**src/common/trig_filter_map.svh**
```systemverilog
// offsets, field positions, reset values and timing counts of the trigger filter
`ifndef TRIG_FILTER_MAP_SVH
`define TRIG_FILTER_MAP_SVH

// register byte offsets; channel config registers sit at CFG_BASE + 4 * channel
`define CFG_BASE        8'h00
`define STATUS_OFS      8'h40
`define RAW_OFS         8'h44
`define DSTARC_OFS      8'h48
`define REFCLK_OFS      8'h4C
`define CUSTDIV_OFS     8'h50

// channel config fields
`define CFG_EN_BIT      0
`define CFG_SET_LSB     4
`define CFG_N_LSB       16
`define CFG_RESET       32'h0000_0000

// dstar c source select fields
`define DSTARC_SRC_LSB  0
`define DSTARC_EN_BIT   8

// preset sample counts
`define N_SHORT         16'h0009
`define N_MEDIUM        16'h0200
`define N_HIGH          16'h0100

// reference clock choice codes
`define REF_ONBOARD     2'h0
`define REF_CLK100      2'h1
`define REF_CLK10       2'h2

// timebases, derived from the onboard oscillator on core_clk
`define CORE_HZ         20000000
`define SLOW_TB_HZ      100000
`define SLOW_DIV        (`CORE_HZ / `SLOW_TB_HZ)
`define FAST_DIV        1
`define CUSTDIV_RESET   16'h0001

`endif

```
**src/common/trig_filter_pkg.sv**
```systemverilog
// types shared by the trigger filter design
package trig_filter_pkg;

    typedef enum logic [1:0] {
        SET_SHORT  = 2'h0,
        SET_MEDIUM = 2'h1,
        SET_HIGH   = 2'h2,
        SET_CUSTOM = 2'h3
    } filt_setting_t;

    typedef struct packed {
        logic          enable;
        filt_setting_t setting;
        logic [15:0]   count;
    } chan_cfg_t;

    typedef struct packed {
        logic        read;
        logic        write;
        logic [7:0]  address;
        logic [31:0] writedata;
        logic [3:0]  byteenable;
    } av_req_t;

endpackage : trig_filter_pkg

```
**src/design/trigger_debounce_filter.sv**
```systemverilog
// trigger input debounce filters with an avalon-mm register slave
//
// The implementer's own choices: the address map and register access over Avalon-MM.
`timescale 1ns/1ns
`include "trig_filter_map.svh"
module trigger_debounce_filter #(
    parameter int NUM_BUSED = 8,
    parameter int SLOW_DIV  = `SLOW_DIV
) (
    // clock and reset
    input  wire logic                      core_clk,
    input  wire logic                      resetn,
    // avalon-mm slave
    input  wire logic                      read,
    input  wire logic                      write,
    input  wire logic [7:0]                address,
    input  wire logic [31:0]               writedata,
    input  wire logic [3:0]                byteenable,
    output logic [31:0]                    readdata,
    output logic                           waitrequest,
    // backplane trigger pins
    input  wire logic [NUM_BUSED-1:0]      trig_bus_in,
    input  wire logic                      star_in,
    input  wire logic                      dstar_a_in,
    input  wire logic                      dstar_b_in,
    output logic                           dstar_c_out,
    // filtered triggers toward the acquisition logic
    output logic [NUM_BUSED-1:0]           internal_timing_trigger_line,
    output logic                           star_trig,
    output logic                           dstar_a_clk,
    output logic                           dstar_b_trig,
    // reference clock choice
    output logic [1:0]                     ref_clk_sel
);
    import trig_filter_pkg::*;

    localparam int NCH = NUM_BUSED + 3;
    localparam int CH_STAR = NUM_BUSED;
    localparam int CH_DA = NUM_BUSED + 1;
    localparam int CH_DB = NUM_BUSED + 2;

    initial begin
        if (NUM_BUSED != 8)
            $error("bused trigger count must be eight");
        if (SLOW_DIV < 3 || SLOW_DIV > 65535)
            $error("slow divider out of range");
    end

    // pins, one vector; channels NUM_BUSED.. are star, dstar a, dstar b
    logic [NCH-1:0] pin_in;
    logic [NCH-1:0] s1_reg;
    logic [NCH-1:0] s2_reg;
    logic [NCH-1:0] s3_reg;
    logic [NCH-1:0] lvl_reg;
    logic [NCH-1:0] filt;
    chan_cfg_t      cfg_reg [NCH];
    logic [NCH-1:0] tick_ch;
    logic [15:0]    n_ch [NCH];

    assign pin_in = {dstar_b_in, dstar_a_in, star_in, trig_bus_in};

    // three-stage synchroniser; stage two and three must agree before a change counts
    always_ff @(posedge core_clk or negedge resetn) begin
        if (!resetn) begin
            s1_reg <= '0;
            s2_reg <= '0;
            s3_reg <= '0;
        end else begin
            s1_reg <= pin_in;
            s2_reg <= s1_reg;
            s3_reg <= s2_reg;
        end
    end

    always_ff @(posedge core_clk or negedge resetn) begin
        if (!resetn) begin
            lvl_reg <= '0;
        end else begin
            lvl_reg <= (s2_reg & s3_reg) | (lvl_reg & (s2_reg | s3_reg));
        end
    end

    // timebases, all counted from core_clk, the onboard oscillator
    logic [15:0] slow_cnt_reg;
    logic [15:0] cust_cnt_reg;
    logic [15:0] custdiv_reg;
    logic        slow_tick;
    logic        cust_tick;
    logic        fast_tick;

    assign fast_tick = 1'b1;
    assign slow_tick = (slow_cnt_reg == 16'(SLOW_DIV - 1));
    assign cust_tick = (cust_cnt_reg >= custdiv_reg - 16'h0001);

    always_ff @(posedge core_clk or negedge resetn) begin
        if (!resetn) begin
            slow_cnt_reg <= 16'h0000;
        end else if (slow_tick) begin
            slow_cnt_reg <= 16'h0000;
        end else begin
            slow_cnt_reg <= slow_cnt_reg + 16'h0001;
        end
    end

    always_ff @(posedge core_clk or negedge resetn) begin
        if (!resetn) begin
            cust_cnt_reg <= 16'h0000;
        end else if (cust_tick) begin
            cust_cnt_reg <= 16'h0000;
        end else begin
            cust_cnt_reg <= cust_cnt_reg + 16'h0001;
        end
    end

    // per-channel filters
    genvar g;
    generate
        for (g = 0; g < NCH; g++) begin : g_ch
            always_comb begin
                unique case (cfg_reg[g].setting)
                    SET_SHORT: begin
                        tick_ch[g] = fast_tick;
                        n_ch[g] = `N_SHORT;
                    end
                    SET_MEDIUM: begin
                        tick_ch[g] = fast_tick;
                        n_ch[g] = `N_MEDIUM;
                    end
                    SET_HIGH: begin
                        tick_ch[g] = slow_tick;
                        n_ch[g] = `N_HIGH;
                    end
                    SET_CUSTOM: begin
                        tick_ch[g] = cust_tick;
                        n_ch[g] = cfg_reg[g].count;
                    end
                endcase
            end

            debounce_cell u_cell (
                .core_clk (core_clk),
                .resetn   (resetn),
                .lvl      (lvl_reg[g]),
                .tick     (tick_ch[g]),
                .enable   (cfg_reg[g].enable),
                .count    (n_ch[g]),
                .out_reg  (filt[g])
            );
        end
    endgenerate

    assign internal_timing_trigger_line = filt[NUM_BUSED-1:0];
    assign star_trig = filt[CH_STAR];
    assign dstar_a_clk = filt[CH_DA];
    assign dstar_b_trig = filt[CH_DB];

    // avalon slave: one wait cycle, writes land and read data stands at the release edge
    av_req_t     req;
    logic        ack_reg;
    logic        cfg_hit;
    logic [3:0]  cfg_idx;
    logic [31:0] wmask;
    logic [31:0] rd_next;
    logic [31:0] rd_reg;
    logic [8:0]  dstarc_reg;
    logic [1:0]  ref_reg;
    logic        wr_go;

    assign req = '{read: read, write: write, address: address, writedata: writedata, byteenable: byteenable};
    assign waitrequest = (req.read | req.write) & ~ack_reg;
    assign wr_go = req.write & ack_reg;
    assign cfg_idx = req.address[5:2];
    assign cfg_hit = (req.address[7:6] == 2'b00) && (req.address[1:0] == 2'b00)
                     && (cfg_idx < 4'(NCH));
    assign wmask = {{8{req.byteenable[3]}}, {8{req.byteenable[2]}},
                    {8{req.byteenable[1]}}, {8{req.byteenable[0]}}};

    function automatic logic [31:0] merge(input logic [31:0] old, input logic [31:0] nw, input logic [31:0] m);
        merge = (old & ~m) | (nw & m);
    endfunction : merge

    always_ff @(posedge core_clk or negedge resetn) begin
        if (!resetn) begin
            ack_reg <= 1'b0;
        end else begin
            ack_reg <= (req.read | req.write) & ~ack_reg;
        end
    end

    function automatic logic [31:0] cfg_word(input chan_cfg_t c);
        logic [31:0] w;
        w = 32'h0000_0000;
        w[`CFG_EN_BIT] = c.enable;
        w[`CFG_SET_LSB +: 2] = c.setting;
        w[`CFG_N_LSB +: 16] = c.count;
        cfg_word = w;
    endfunction : cfg_word

    // per-channel config registers; all disabled at reset
    generate
        for (g = 0; g < NCH; g++) begin : g_cfg
            logic [31:0] w;
            assign w = merge(cfg_word(cfg_reg[g]), req.writedata, wmask);
            always_ff @(posedge core_clk or negedge resetn) begin
                if (!resetn) begin
                    cfg_reg[g] <= '0;
                end else if (wr_go && cfg_hit && cfg_idx == 4'(g)) begin
                    cfg_reg[g].enable <= w[`CFG_EN_BIT];
                    cfg_reg[g].setting <= filt_setting_t'(w[`CFG_SET_LSB +: 2]);
                    cfg_reg[g].count <= w[`CFG_N_LSB +: 16];
                end
            end
        end
    endgenerate

    // a zero divider would stall the custom timebase, so it is served as one
    logic [31:0] custdiv_w;
    assign custdiv_w = merge({16'h0000, custdiv_reg}, req.writedata, wmask);

    always_ff @(posedge core_clk or negedge resetn) begin
        if (!resetn) begin
            custdiv_reg <= `CUSTDIV_RESET;
        end else if (wr_go && req.address == `CUSTDIV_OFS) begin
            custdiv_reg <= (custdiv_w[15:0] == 16'h0000) ? 16'h0001 : custdiv_w[15:0];
        end
    end

    always_ff @(posedge core_clk or negedge resetn) begin
        if (!resetn) begin
            dstarc_reg <= 9'h000;
        end else if (wr_go && req.address == `DSTARC_OFS) begin
            dstarc_reg <= 9'(merge({23'h0, dstarc_reg}, req.writedata, wmask));
        end
    end

    // the legacy 10 mhz clock code is refused; the old choice stays
    always_ff @(posedge core_clk or negedge resetn) begin
        if (!resetn) begin
            ref_reg <= `REF_ONBOARD;
        end else if (wr_go && req.address == `REFCLK_OFS && req.byteenable[0]
                     && req.writedata[1:0] != `REF_CLK10
                     && req.writedata[1:0] <= `REF_CLK100) begin
            ref_reg <= req.writedata[1:0];
        end
    end

    assign ref_clk_sel = ref_reg;

    // dstar c drives a chosen filtered trigger toward the timing slot; no star drive exists
    always_ff @(posedge core_clk or negedge resetn) begin
        if (!resetn) begin
            dstar_c_out <= 1'b0;
        end else if (dstarc_reg[`DSTARC_EN_BIT] && dstarc_reg[3:0] < 4'(NCH)) begin
            dstar_c_out <= filt[dstarc_reg[3:0]];
        end else begin
            dstar_c_out <= 1'b0;
        end
    end

    always_comb begin
        rd_next = 32'h0000_0000;
        if (cfg_hit) begin
            rd_next = cfg_word(cfg_reg[cfg_idx]);
        end else begin
            unique case (req.address)
                `STATUS_OFS: rd_next = 32'(filt);
                `RAW_OFS:    rd_next = 32'(lvl_reg);
                `DSTARC_OFS: rd_next = {23'h0, dstarc_reg};
                `REFCLK_OFS: rd_next = {30'h0, ref_reg};
                `CUSTDIV_OFS: rd_next = {16'h0, custdiv_reg};
                default:     rd_next = 32'h0000_0000;
            endcase
        end
    end

    always_ff @(posedge core_clk or negedge resetn) begin
        if (!resetn) begin
            rd_reg <= 32'h0000_0000;
        end else if (req.read && !ack_reg) begin
            rd_reg <= rd_next;
        end
    end

    assign readdata = rd_reg;
endmodule : trigger_debounce_filter

```
**src/design/debounce_cell.sv**
```systemverilog
// one debounce filter: n consecutive timebase samples at a new level pass it
`timescale 1ns/1ns
module debounce_cell (
    // clock and reset
    input  wire logic                   core_clk,
    input  wire logic                   resetn,
    // sampled input and timebase
    input  wire logic                   lvl,
    input  wire logic                   tick,
    input  wire logic                   enable,
    input  wire logic [15:0]            count,
    // filtered level
    output logic                        out_reg
);
    import trig_filter_pkg::*;

    logic [15:0] cnt_reg;
    logic [16:0] cnt_inc;
    logic        reached;

    assign cnt_inc = {1'b0, cnt_reg} + 17'h0_0001;
    // a count of zero is served as one
    assign reached = (cnt_inc >= {1'b0, count});

    always_ff @(posedge core_clk or negedge resetn) begin
        if (!resetn) begin
            cnt_reg <= 16'h0000;
        end else if (!enable) begin
            cnt_reg <= 16'h0000;
        end else if (tick) begin
            if (lvl != out_reg && !reached) begin
                cnt_reg <= cnt_inc[15:0];
            end else begin
                cnt_reg <= 16'h0000;
            end
        end
    end

    always_ff @(posedge core_clk or negedge resetn) begin
        if (!resetn) begin
            out_reg <= 1'b0;
        end else if (!enable) begin
            out_reg <= lvl;
        end else if (tick && lvl != out_reg && reached) begin
            out_reg <= lvl;
        end
    end
endmodule : debounce_cell

```
**config.mk**
```make
export PLATFORM = sky130hd
export DESIGN_NAME = trigger_debounce_filter
export DESIGN_NICKNAME = d
export VERILOG_FILES = /design/src/common/trig_filter_pkg.sv /design/src/design/trigger_debounce_filter.sv /design/src/design/debounce_cell.sv
export VERILOG_INCLUDE_DIRS = /design/src /design/src/common
export SDC_FILE = /design/constraint.sdc
export NUM_CORES = 1
export LEC_CHECK = 0
export ABC_CLOCK_PERIOD_IN_PS = 3500
export BUFFER_PORTS_ARGS = -buffer_cell sky130_fd_sc_hd__buf_2
export CORE_ASPECT_RATIO = 0.7
export CORE_MARGIN = 8
export CORE_UTILIZATION = 30
export DETAILED_ROUTE_END_ITERATION = 10
export HOLD_SLACK_MARGIN = 0.15
export MAX_ROUTING_LAYER = met4
export PLACE_DENSITY = 0.46
export SLEW_MARGIN = 20
export SYNTH_ARGS = -nofsm -noshare
export SYNTH_HDL_FRONTEND = slang
export SYNTH_HIERARCHICAL = 1
export SYNTH_SLANG_ARGS = --single-unit
```
**constraint.sdc**
```tcl
create_clock -name core_clk -period 3.5 [get_ports core_clk]
set_input_delay 0.175 -clock core_clk [delete_from_list [all_inputs] [get_ports core_clk]]
set_output_delay 0.175 -clock core_clk [all_outputs]
set_load 0.01 [all_outputs]
```
# After elaboration in Yosys (flattened, before gate mapping)
# Index checks and enable logic that the tools add are counted.
# word_totals
register_bits	533
input_bits	59
out_inout_bits	47
wordCells	399
# classes
add_sub_neg	14
order_cmp	17
n_eq_ne	83
n_mux	88
bitwise_logic	37
n_reduce_logical	93
# op_table
op	count
$pmux W16 S4	11
$mux W16	36
$and A32 B32 Y32	12
$or A32 B32 Y32	11
$add A16 B1 Y17 const B	11
$ge A17 B16 Y1	11
$pmux W16 S5	1
$bmux W19 S4	1
$logic_and A1 B1 Y1	55
$eq A2 B2 Y1 const B	22
$ne A2 B1 Y1 const B	22
$eq A8 B7 Y1 const B	5
$mux W19	2
$pmux W1 S3	11
$add A16 B1 Y16 const B	2
$mux W32	1
$not A32 Y32	1
$logic_not A2 Y1	13
$mux W1	24
$and A11 B11 Y11	2
$eq A2 B1 Y1 const B	11
$or A11 B11 Y11	2
$reduce_or A2 Y1	11
$and A16 B16 Y16	1
other kinds (24)	53

# Logic depth before layout (Yosys ltp)
# Gate-level depths: netlist of the first run.
# logic_depth
word_depth	8
ltp_mapped	18
mapped_depth_nobuf	16

# Cells and area by module
# The synthesis of the first run kept the hierarchy.
# modules_own_cells
module	n_inst	cells_each	area_per_inst_um2	seq_area_each_um2
trigger_debounce_filter	1	1462	17596.9	8659.6
debounce_cell at g_ch[0].u_cell ...	10	158	1461.4	425.4
debounce_cell at g_ch[7].u_cell	1	147	1377.6	425.4

# Worst setup path before layout of the first run
# Ideal clock, no wire load.
# synth_timing
path_kind	register to register
from	register custdiv_reg[5]
to	register g_ch[7].u_cell.cnt_reg[10]
setup_time_ps	68
t_arrival_ps	3533
required_ps	3432
slack_ps	-101
stages_incl_launch_ff	17
n_path_buf	3
synth_period_minus_slack_ps	3601
path_cell_list	dfrtp_1 nor4_2 nand2_1 nor4_2 nand3b_1 xor2_1 ha_1 a211oi_1 o21ai_0 a21oi_1 a31oi_2 buf_2 a21o_1 nor2b_1 clkbuf_1 clkbuf_1 a32o_1
# synth_between
elab_chain_len	4
# synth_rtl
item	line	rtl
start, declared	trigger_debounce_filter.sv:86	logic [15:0] custdiv_reg;
start signal, assigned	trigger_debounce_filter.sv:222	custdiv_reg <= `CUSTDIV_RESET;
start signal, assigned	trigger_debounce_filter.sv:224	custdiv_reg <= (custdiv_w[15:0] == 16'h0000) ? 16'h0001 : custdiv_w[15:0];
$sub A16 B1 Y16	trigger_debounce_filter.sv:93	assign cust_tick = (cust_cnt_reg >= custdiv_reg - 16'h0001);
$ge A16 B16 Y1	trigger_debounce_filter.sv:93	
$pmux W1 S3	trigger_debounce_filter.sv:120	unique case (cfg_reg[g].setting)
net tick_ch[7]	trigger_debounce_filter.sv:57	logic [NCH-1:0] tick_ch;
$ne A2 B1 Y1 (no source line)	n/a	
end signal, assigned	debounce_cell.sv:32	cnt_reg <= cnt_inc[15:0];
end, declared	debounce_cell.sv:17	logic [15:0] cnt_reg;
# The timed path passes the listed nets, and every way through them passes these cells.
# A chain may end at the register's enable or synchronous reset.

# Worst setup path after layout of the first run
# layout_timing
from	register custdiv_reg[5]
to	register g_ch[2].u_cell.cnt_reg[12]
# layout_between
elab_chain_len	4
# layout_rtl
item	line
$sub A16 B1 Y16	trigger_debounce_filter.sv:93
$ge A16 B16 Y1	trigger_debounce_filter.sv:93
$pmux W1 S3	trigger_debounce_filter.sv:120
net tick_ch[2]	trigger_debounce_filter.sv:57
$ne A2 B1 Y1 (no source line)	n/a
end signal, assigned	debounce_cell.sv:32
end, declared	debounce_cell.sv:17
# The timed path passes the listed nets, and every way through them passes these cells.

==> reports/metrics.cfg, run 1 <==
[run_status]
status=finished with violations
violations=setup timing

[worst_setup_path]
end_kind=register
cp.arrival_ps=4390
required_ps=4050
critPathLaunchType=register
critical_path_class=register to register
cp_max_fo=8

[global_routing]
grt_antenna_before_repair=10
grt_pass1_wl_um=170000
overflow=0
grt_usage_pct=18.3
grt_max_degree=100
grt_pass1_vias=25300

[route]
vias=25900
drtPass1Iterations=5
wl_um=112000
wl_per_cell_um=22.5
via_per_inst=5.22
drc_errors=0
drt-initial-drc-count=2285
final_antenna_net_count=0

[finish]
nets=3720
seq_area_mm2=0.0133
drive_gt1_share_pct=25.0
syn_to_final_growth_pct=19.2
multi_input_area_mm2=0.0188
nFillCells=11200
final_cells=4963

[timing]
drv_slew=0
fmax_mhz=260
rsz0062_at_grt=true
finalHoldViolations=0
period_share_pct=110
worst_slew_pin_slew_ps=1030
skew_ps=30.1
post-route-min-period_ps=3840
worst_slack_ps=-340
slew_headroom_pct=31.2
setup_violations=164

[synth]
syn_nets=3454
async_flop_share_pct=100
synth_seq_cells=533
netlist_instances=3189
synthFlopType=dfrtp_1
yosysUniqueCellTypes=83
ys_warn_count=6
syn_avg_cell_area_um2=10.5
synth-seq-area-share_pct=39.7
synth-edff-count=0
syn-cell-area_mm2=0.0336

[floorplanning]
core-area_mm2=0.111
fp.dieH_um=296
die-area_mm2=0.123
pin_count=106
row_count=102
die_w_um=416
start_util_pct=30.3

[power_and_ir_drop]
leakagePower_uw=0.0186
vdd_ir_drop_max_uv=278
power.density_mw_per_mm2=357
power_uw=14300

[clock_tree]
cts_buffer_depth=3
clk_pin_slew_worst_paths_ps=60
numCtsBuffers=66
clkLatencyLatePin_ps=650
cts_tree=done
htreeDepth=3
cts.root.buffer_cell=clkbuf_16
numClockSinks=533

[place]
portBuffers=105
gp_congestion=0.825
hpwl_um=83100
dp.cells=4745

[worst_hold_path]
hold_path_class=primary input to register

[flow_run]
drv_cap=0

==> where the power goes <==
| part | internal [uW] | switching, uW |
|---|---|---|
| Sequential | 6250 | 156 |
| Clock | 4040 | 2900 |
| Combinational | 359 | 604 |
==> cells by family after synthesis <==
| kind of cell | after synthesis | synth area share [%] |
|---|---|---|
| flip-flops | 533 | 39.7 |
| XOR/XNOR | 206 | 5.60 |
| AO/OA/AOI/OAI | 545 | 12.9 |
| adder cells (fa/ha/maj) | 217 | 8.00 |
| buffers and inverters | 412 | 5.40 |
| multiplexers | 318 | 11.9 |
| AND/OR/NAND/NOR | 958 | 16.4 |
==> routing by layer <==
layer | track usage, % | part of all wire [%] | up-vias
li1 | - | - | 12200
met4 | 3.88 | 2.1 | 0
met3 | 2.70 | 4.4 | 120
met2 | 25.2 | 41 | 536
met5 | - | 0 | -
met1 | 28.2 | 53 | 13100
==> critical path, stage by stage (launching register included) <==
cell	delay, ps
dfrtp_1	390
nor4_2	310
buf_4	160
nand3_1	80
or3_1	330
xor2_1	150
ha_1	320
and4_4	250
o311ai_4	100
a31oi_4	180
buf_12	140
buf_12	120
buf_6	100
a21o_1	140
nand3_2	100
a2111oi_4	460
buf_6	190
nand4_1	120
o211ai_2	90
==> per-stage QoR <==
stage	util (%)	setup WS, ps	hold WS (ps)	setup TNS (ps)	area [um2]
after floorplan	-	0.884	-121	0	33600
after global placement	33.0	-698	285	-65990	36500
after detailed placement	33.0	-671	285	-59840	36500
after CTS	35.9	-372	151	-39030	39700
after global routing	36.1	-538	165	-67650	40000
final	36.1	-340	189	-26830	40000
==> cell type report <==
type,instances,share of cell area (%)
Multi-Input combinational cell,2244,46.9
Sequential cell,533,33.3
Tap cell,1456,4.55
Inverter,225,2.11
Antenna cell,3,0.0188
Timing Repair Buffer,385,7.77
Clock inverter,23,0.541
Clock buffer,94,4.79
==> cell usage in the layout, fill, tap and decap left out, drive strengths merged, types with 77 or more instances in the layout <==
cell	count
dfrtp	532
buf	324
nand2	245
mux2	236
inv	228
ha	206
nand3	180
and3	150
xnor2	144
o21ai	134
a32o	133
clkbuf	94
nor2	86
nand4	82
a21oi	77
==> path summary, 6_finish.rpt <==
kind | from | end | slack, ps | depth (start not counted)
min in group asynchronous | resetn | custdiv_reg[13]$_DFFE_PN0P_ | 220 | 2
worst min-delay path | star_in | s1_reg[8]$_DFF_PN0_ | 190 | 2
worst max-delay path | custdiv_reg[5]$_DFFE_PN0P_ | g_ch[2].u_cell/cnt_reg[12]$_DFFE_PN0P_ | -340 | 18
max in group asynchronous | resetn | g_ch[3].u_cell/cnt_reg[13]$_DFFE_PN0P_ | 2250 | 3
worst max register to register | custdiv_reg[5]$_DFFE_PN0P_ | g_ch[2].u_cell/cnt_reg[12]$_DFFE_PN0P_ | -340 | 18
worst min register to register | s1_reg[9]$_DFF_PN0_ | s2_reg[9]$_DFF_PN0_ | 350 | 0
==> timing repair <==
item,in CTS,in global routing
cloned,6,6
setup endpoints to repair,186,187
buffers inserted,19,11
pin swaps,112,53
resized for setup,81,56
hold buffers,61,0
endpoints found under the hold margin,303,0
==> cell usage after synthesis (all sizes together) (40+ instances only) <==
cell type | instances | share of area [%]
a21oi | 77 | 1.1
a32o | 133 | 4.0
and3 | 150 | 2.8
buf | 71 | 1.5
clkbuf | 116 | 1.3
dfrtp | 532 | 40
ha | 206 | 7.7
inv | 225 | 2.5
mux2 | 236 | 8.0
mux2i | 42 | 1.3
mux4 | 40 | 2.7
nand2 | 245 | 2.9
nand3 | 180 | 2.9
nand4 | 82 | 1.5
nor2 | 86 | 1.1
o21ai | 134 | 2.0
xnor2 | 144 | 4.0
xor2 | 62 | 1.6
Note: power is estimated with default switching activity, not from simulation.
==> inputs of run 2 (changes only) <==
- CORE_UTILIZATION: 30 -> 40
- PLACE_DENSITY: 0.46 -> 0.57
==> reports/metrics.cfg, run 2 (synthesized netlist as in run 1, its figures left out) <==
[run_status]
status=finished with violations
violations=setup timing

[route]
via_per_inst=5.67
wl_per_cell_um=22.7
drc_errors=0
vias=25900
final_antenna_net_count=0
drtPass1Iterations=5
wl_um=104000
drt-initial-drc-count=2404

[timing]
fmax_mhz=272
drv_slew=0
worst_slack_ps=-180
finalHoldViolations=0
timing.hold.ws_ps=187
rsz0062_at_grt=true
period_share_pct=105
post-route-min-period_ps=3680
tns_ps=-13250
worst_slew_pin_slew_ps=820
setup_violations=138
slew_headroom_pct=45.2
skew_ps=25.2

[finish]
layout_commonest_cell=dfrtp_1
nets=3636
final_cells=4558
nFillCells=7906
syn_to_final_growth_pct=15.9
layout_common_cells=dfrtp_1, inv_1, mux2_2
drive_gt1_share_pct=23.5

[place]
gp_congestion=0.893
dpl_worst_slack_ps=-315
portBuffers=105
hpwl_um=75900
dp.cells=4364

[worst_setup_path]
r2r-end=g_ch[4].u_cell/cnt_reg[15]$_DFFE_PN0P_
regToRegSetupSlack_ps=-180
crit_end=g_ch[4].u_cell/cnt_reg[15]$_DFFE_PN0P_
critical_path_class=register to register
reg2reg_from=custdiv_reg[5]$_DFFE_PN0P_
worst-r2r-cell-count=17
crit_chain=nor4_2, buf_4, nand3_4, or3_1, xor2_1, ha_1, and4_4, o311ai_2, a31oi_4, buf_12, buf_4, a21o_1, nand3_2, a2111oi_4, buf_4, buf_6, a32o_1
cp-startpoint=custdiv_reg[5]$_DFFE_PN0P_
critPathLaunchType=register
required_ps=4080
end_kind=register
slowest_delay_ps=390
cp.arrival_ps=4260
crit_path_frequent_cell=buf_4
cp_max_fo=7
cpMaxStageDelayCell=dfrtp_1

[clock_tree]
numClockSinks=533
clkLatencyLatePin_ps=650
clk_pin_slew_worst_paths_ps=60
htreeDepth=2
cts.root.buffer_cell=clkbuf_16
numCtsBuffers=56
cts_tree=done
cts_buffer_depth=3

[global_routing]
grt_pass1_vias=24800
grt_max_degree=98
grt_pass1_wl_um=158000
overflow=0
grt_usage_pct=22.2
grt_antenna_before_repair=9

[floorplanning]
row_count=89
pin_count=106
start_util_pct=40.1
core-area_mm2=0.0837
die-area_mm2=0.0936
die_w_um=362
fp.dieH_um=258

[power_and_ir_drop]
power.density_mw_per_mm2=356
power_uw=13900
vdd_ir_drop_max_uv=374
leakagePower_uw=0.0182

[flow_run]
drv_cap=0

[worst_hold_path]
hold_path_class=primary input to register

==> run 2: cell types whose count changed in the layout (fill, tap and decap cells not counted), moves of 5 or more <==
cell,before,now
clkbuf_16,67,58
buf_6,37,28
bufinv_16,3,8
nand2_4,8,13
buf_4,170,99
nand3_2,21,26
clkbuf_1,13,6
clkinv_2,12,17
dlygate4sd3_1,61,67
==> run 2: worst min-delay path by stage <==
stage | from | cells past startpoint | to | slack (ps)
3_5_place_dp | resetn | 1 | s1_reg[2]$_DFF_PN0_ | 240
5_1_grt | trig_bus_in[3] | 2 | s1_reg[3]$_DFF_PN0_ | 160
4_1_cts | writedata[31] | 2 | register | 150
2_1_floorplan | resetn | 0 | async pin | -120
6_report | trig_bus_in[3] | 2 | s1_reg[3]$_DFF_PN0_ | 190
3_3_place_gp | resetn | 1 | s1_reg[2]$_DFF_PN0_ | 230
==> run 2: cell type report <==
cell class | instances | area (um2) | area share (%)
diodes | 4 | 10.0 | 0.0257
clock buffers | 74 | 1610 | 4.14
clock inverters | 30 | 374 | 0.961
inverters | 225 | 845 | 2.17
multi-input cells | 2244 | 18800 | 48.4
flip-flops and latches | 533 | 13300 | 34.3
well taps | 1137 | 1420 | 3.65
repair buffers | 311 | 2500 | 6.43
==> run 2: per-stage QoR <==
stage / utilization, % / instance area, um2
3_3_place_gp: 42.5 / 35600
4_1_cts: 46.0 / 38500
5_1_grt: 46.5 / 38900
2_1_floorplan: - / 33600
3_5_place_dp: 42.5 / 35600
6_report: 46.5 / 38900
==> run 2: repair_timing <==
action	CTS	global route
pin swaps	72	67
gates cloned	1	7
buffers inserted	7	4
hold endpoints to repair	546	0
hold buffers	68	0
setup endpoints to repair	187	187
gates resized for setup	40	98
==> run 2: per-layer routing <==
metal | track usage [%] | wire length (um)
met1 | 34.3 | 52100
met2 | 28.7 | 40500
met3 | 5.24 | 8730
met4 | 5.12 | 2250
met5 | - | 0
==> run 2: critical path: cells and delay by family, from the launching register on <==
kind,cells,cell delay (ps)
buffers and inverters,5,780
AND/OR/NAND/NOR,5,1030
XOR/XNOR,1,160
flip-flops,1,390
AO/OA/AOI/OAI,5,920
adder cells (fa/ha/maj),1,320
==> run 2: report_power, final <==
group / switching, uW / internal [uW] / total (uW)
Clock: 2730 / 3820 / 6550
Combinational: 552 / 335 / 886
Sequential: 172 / 6250 / 6420
Total: 3450 / 10400 / 13900
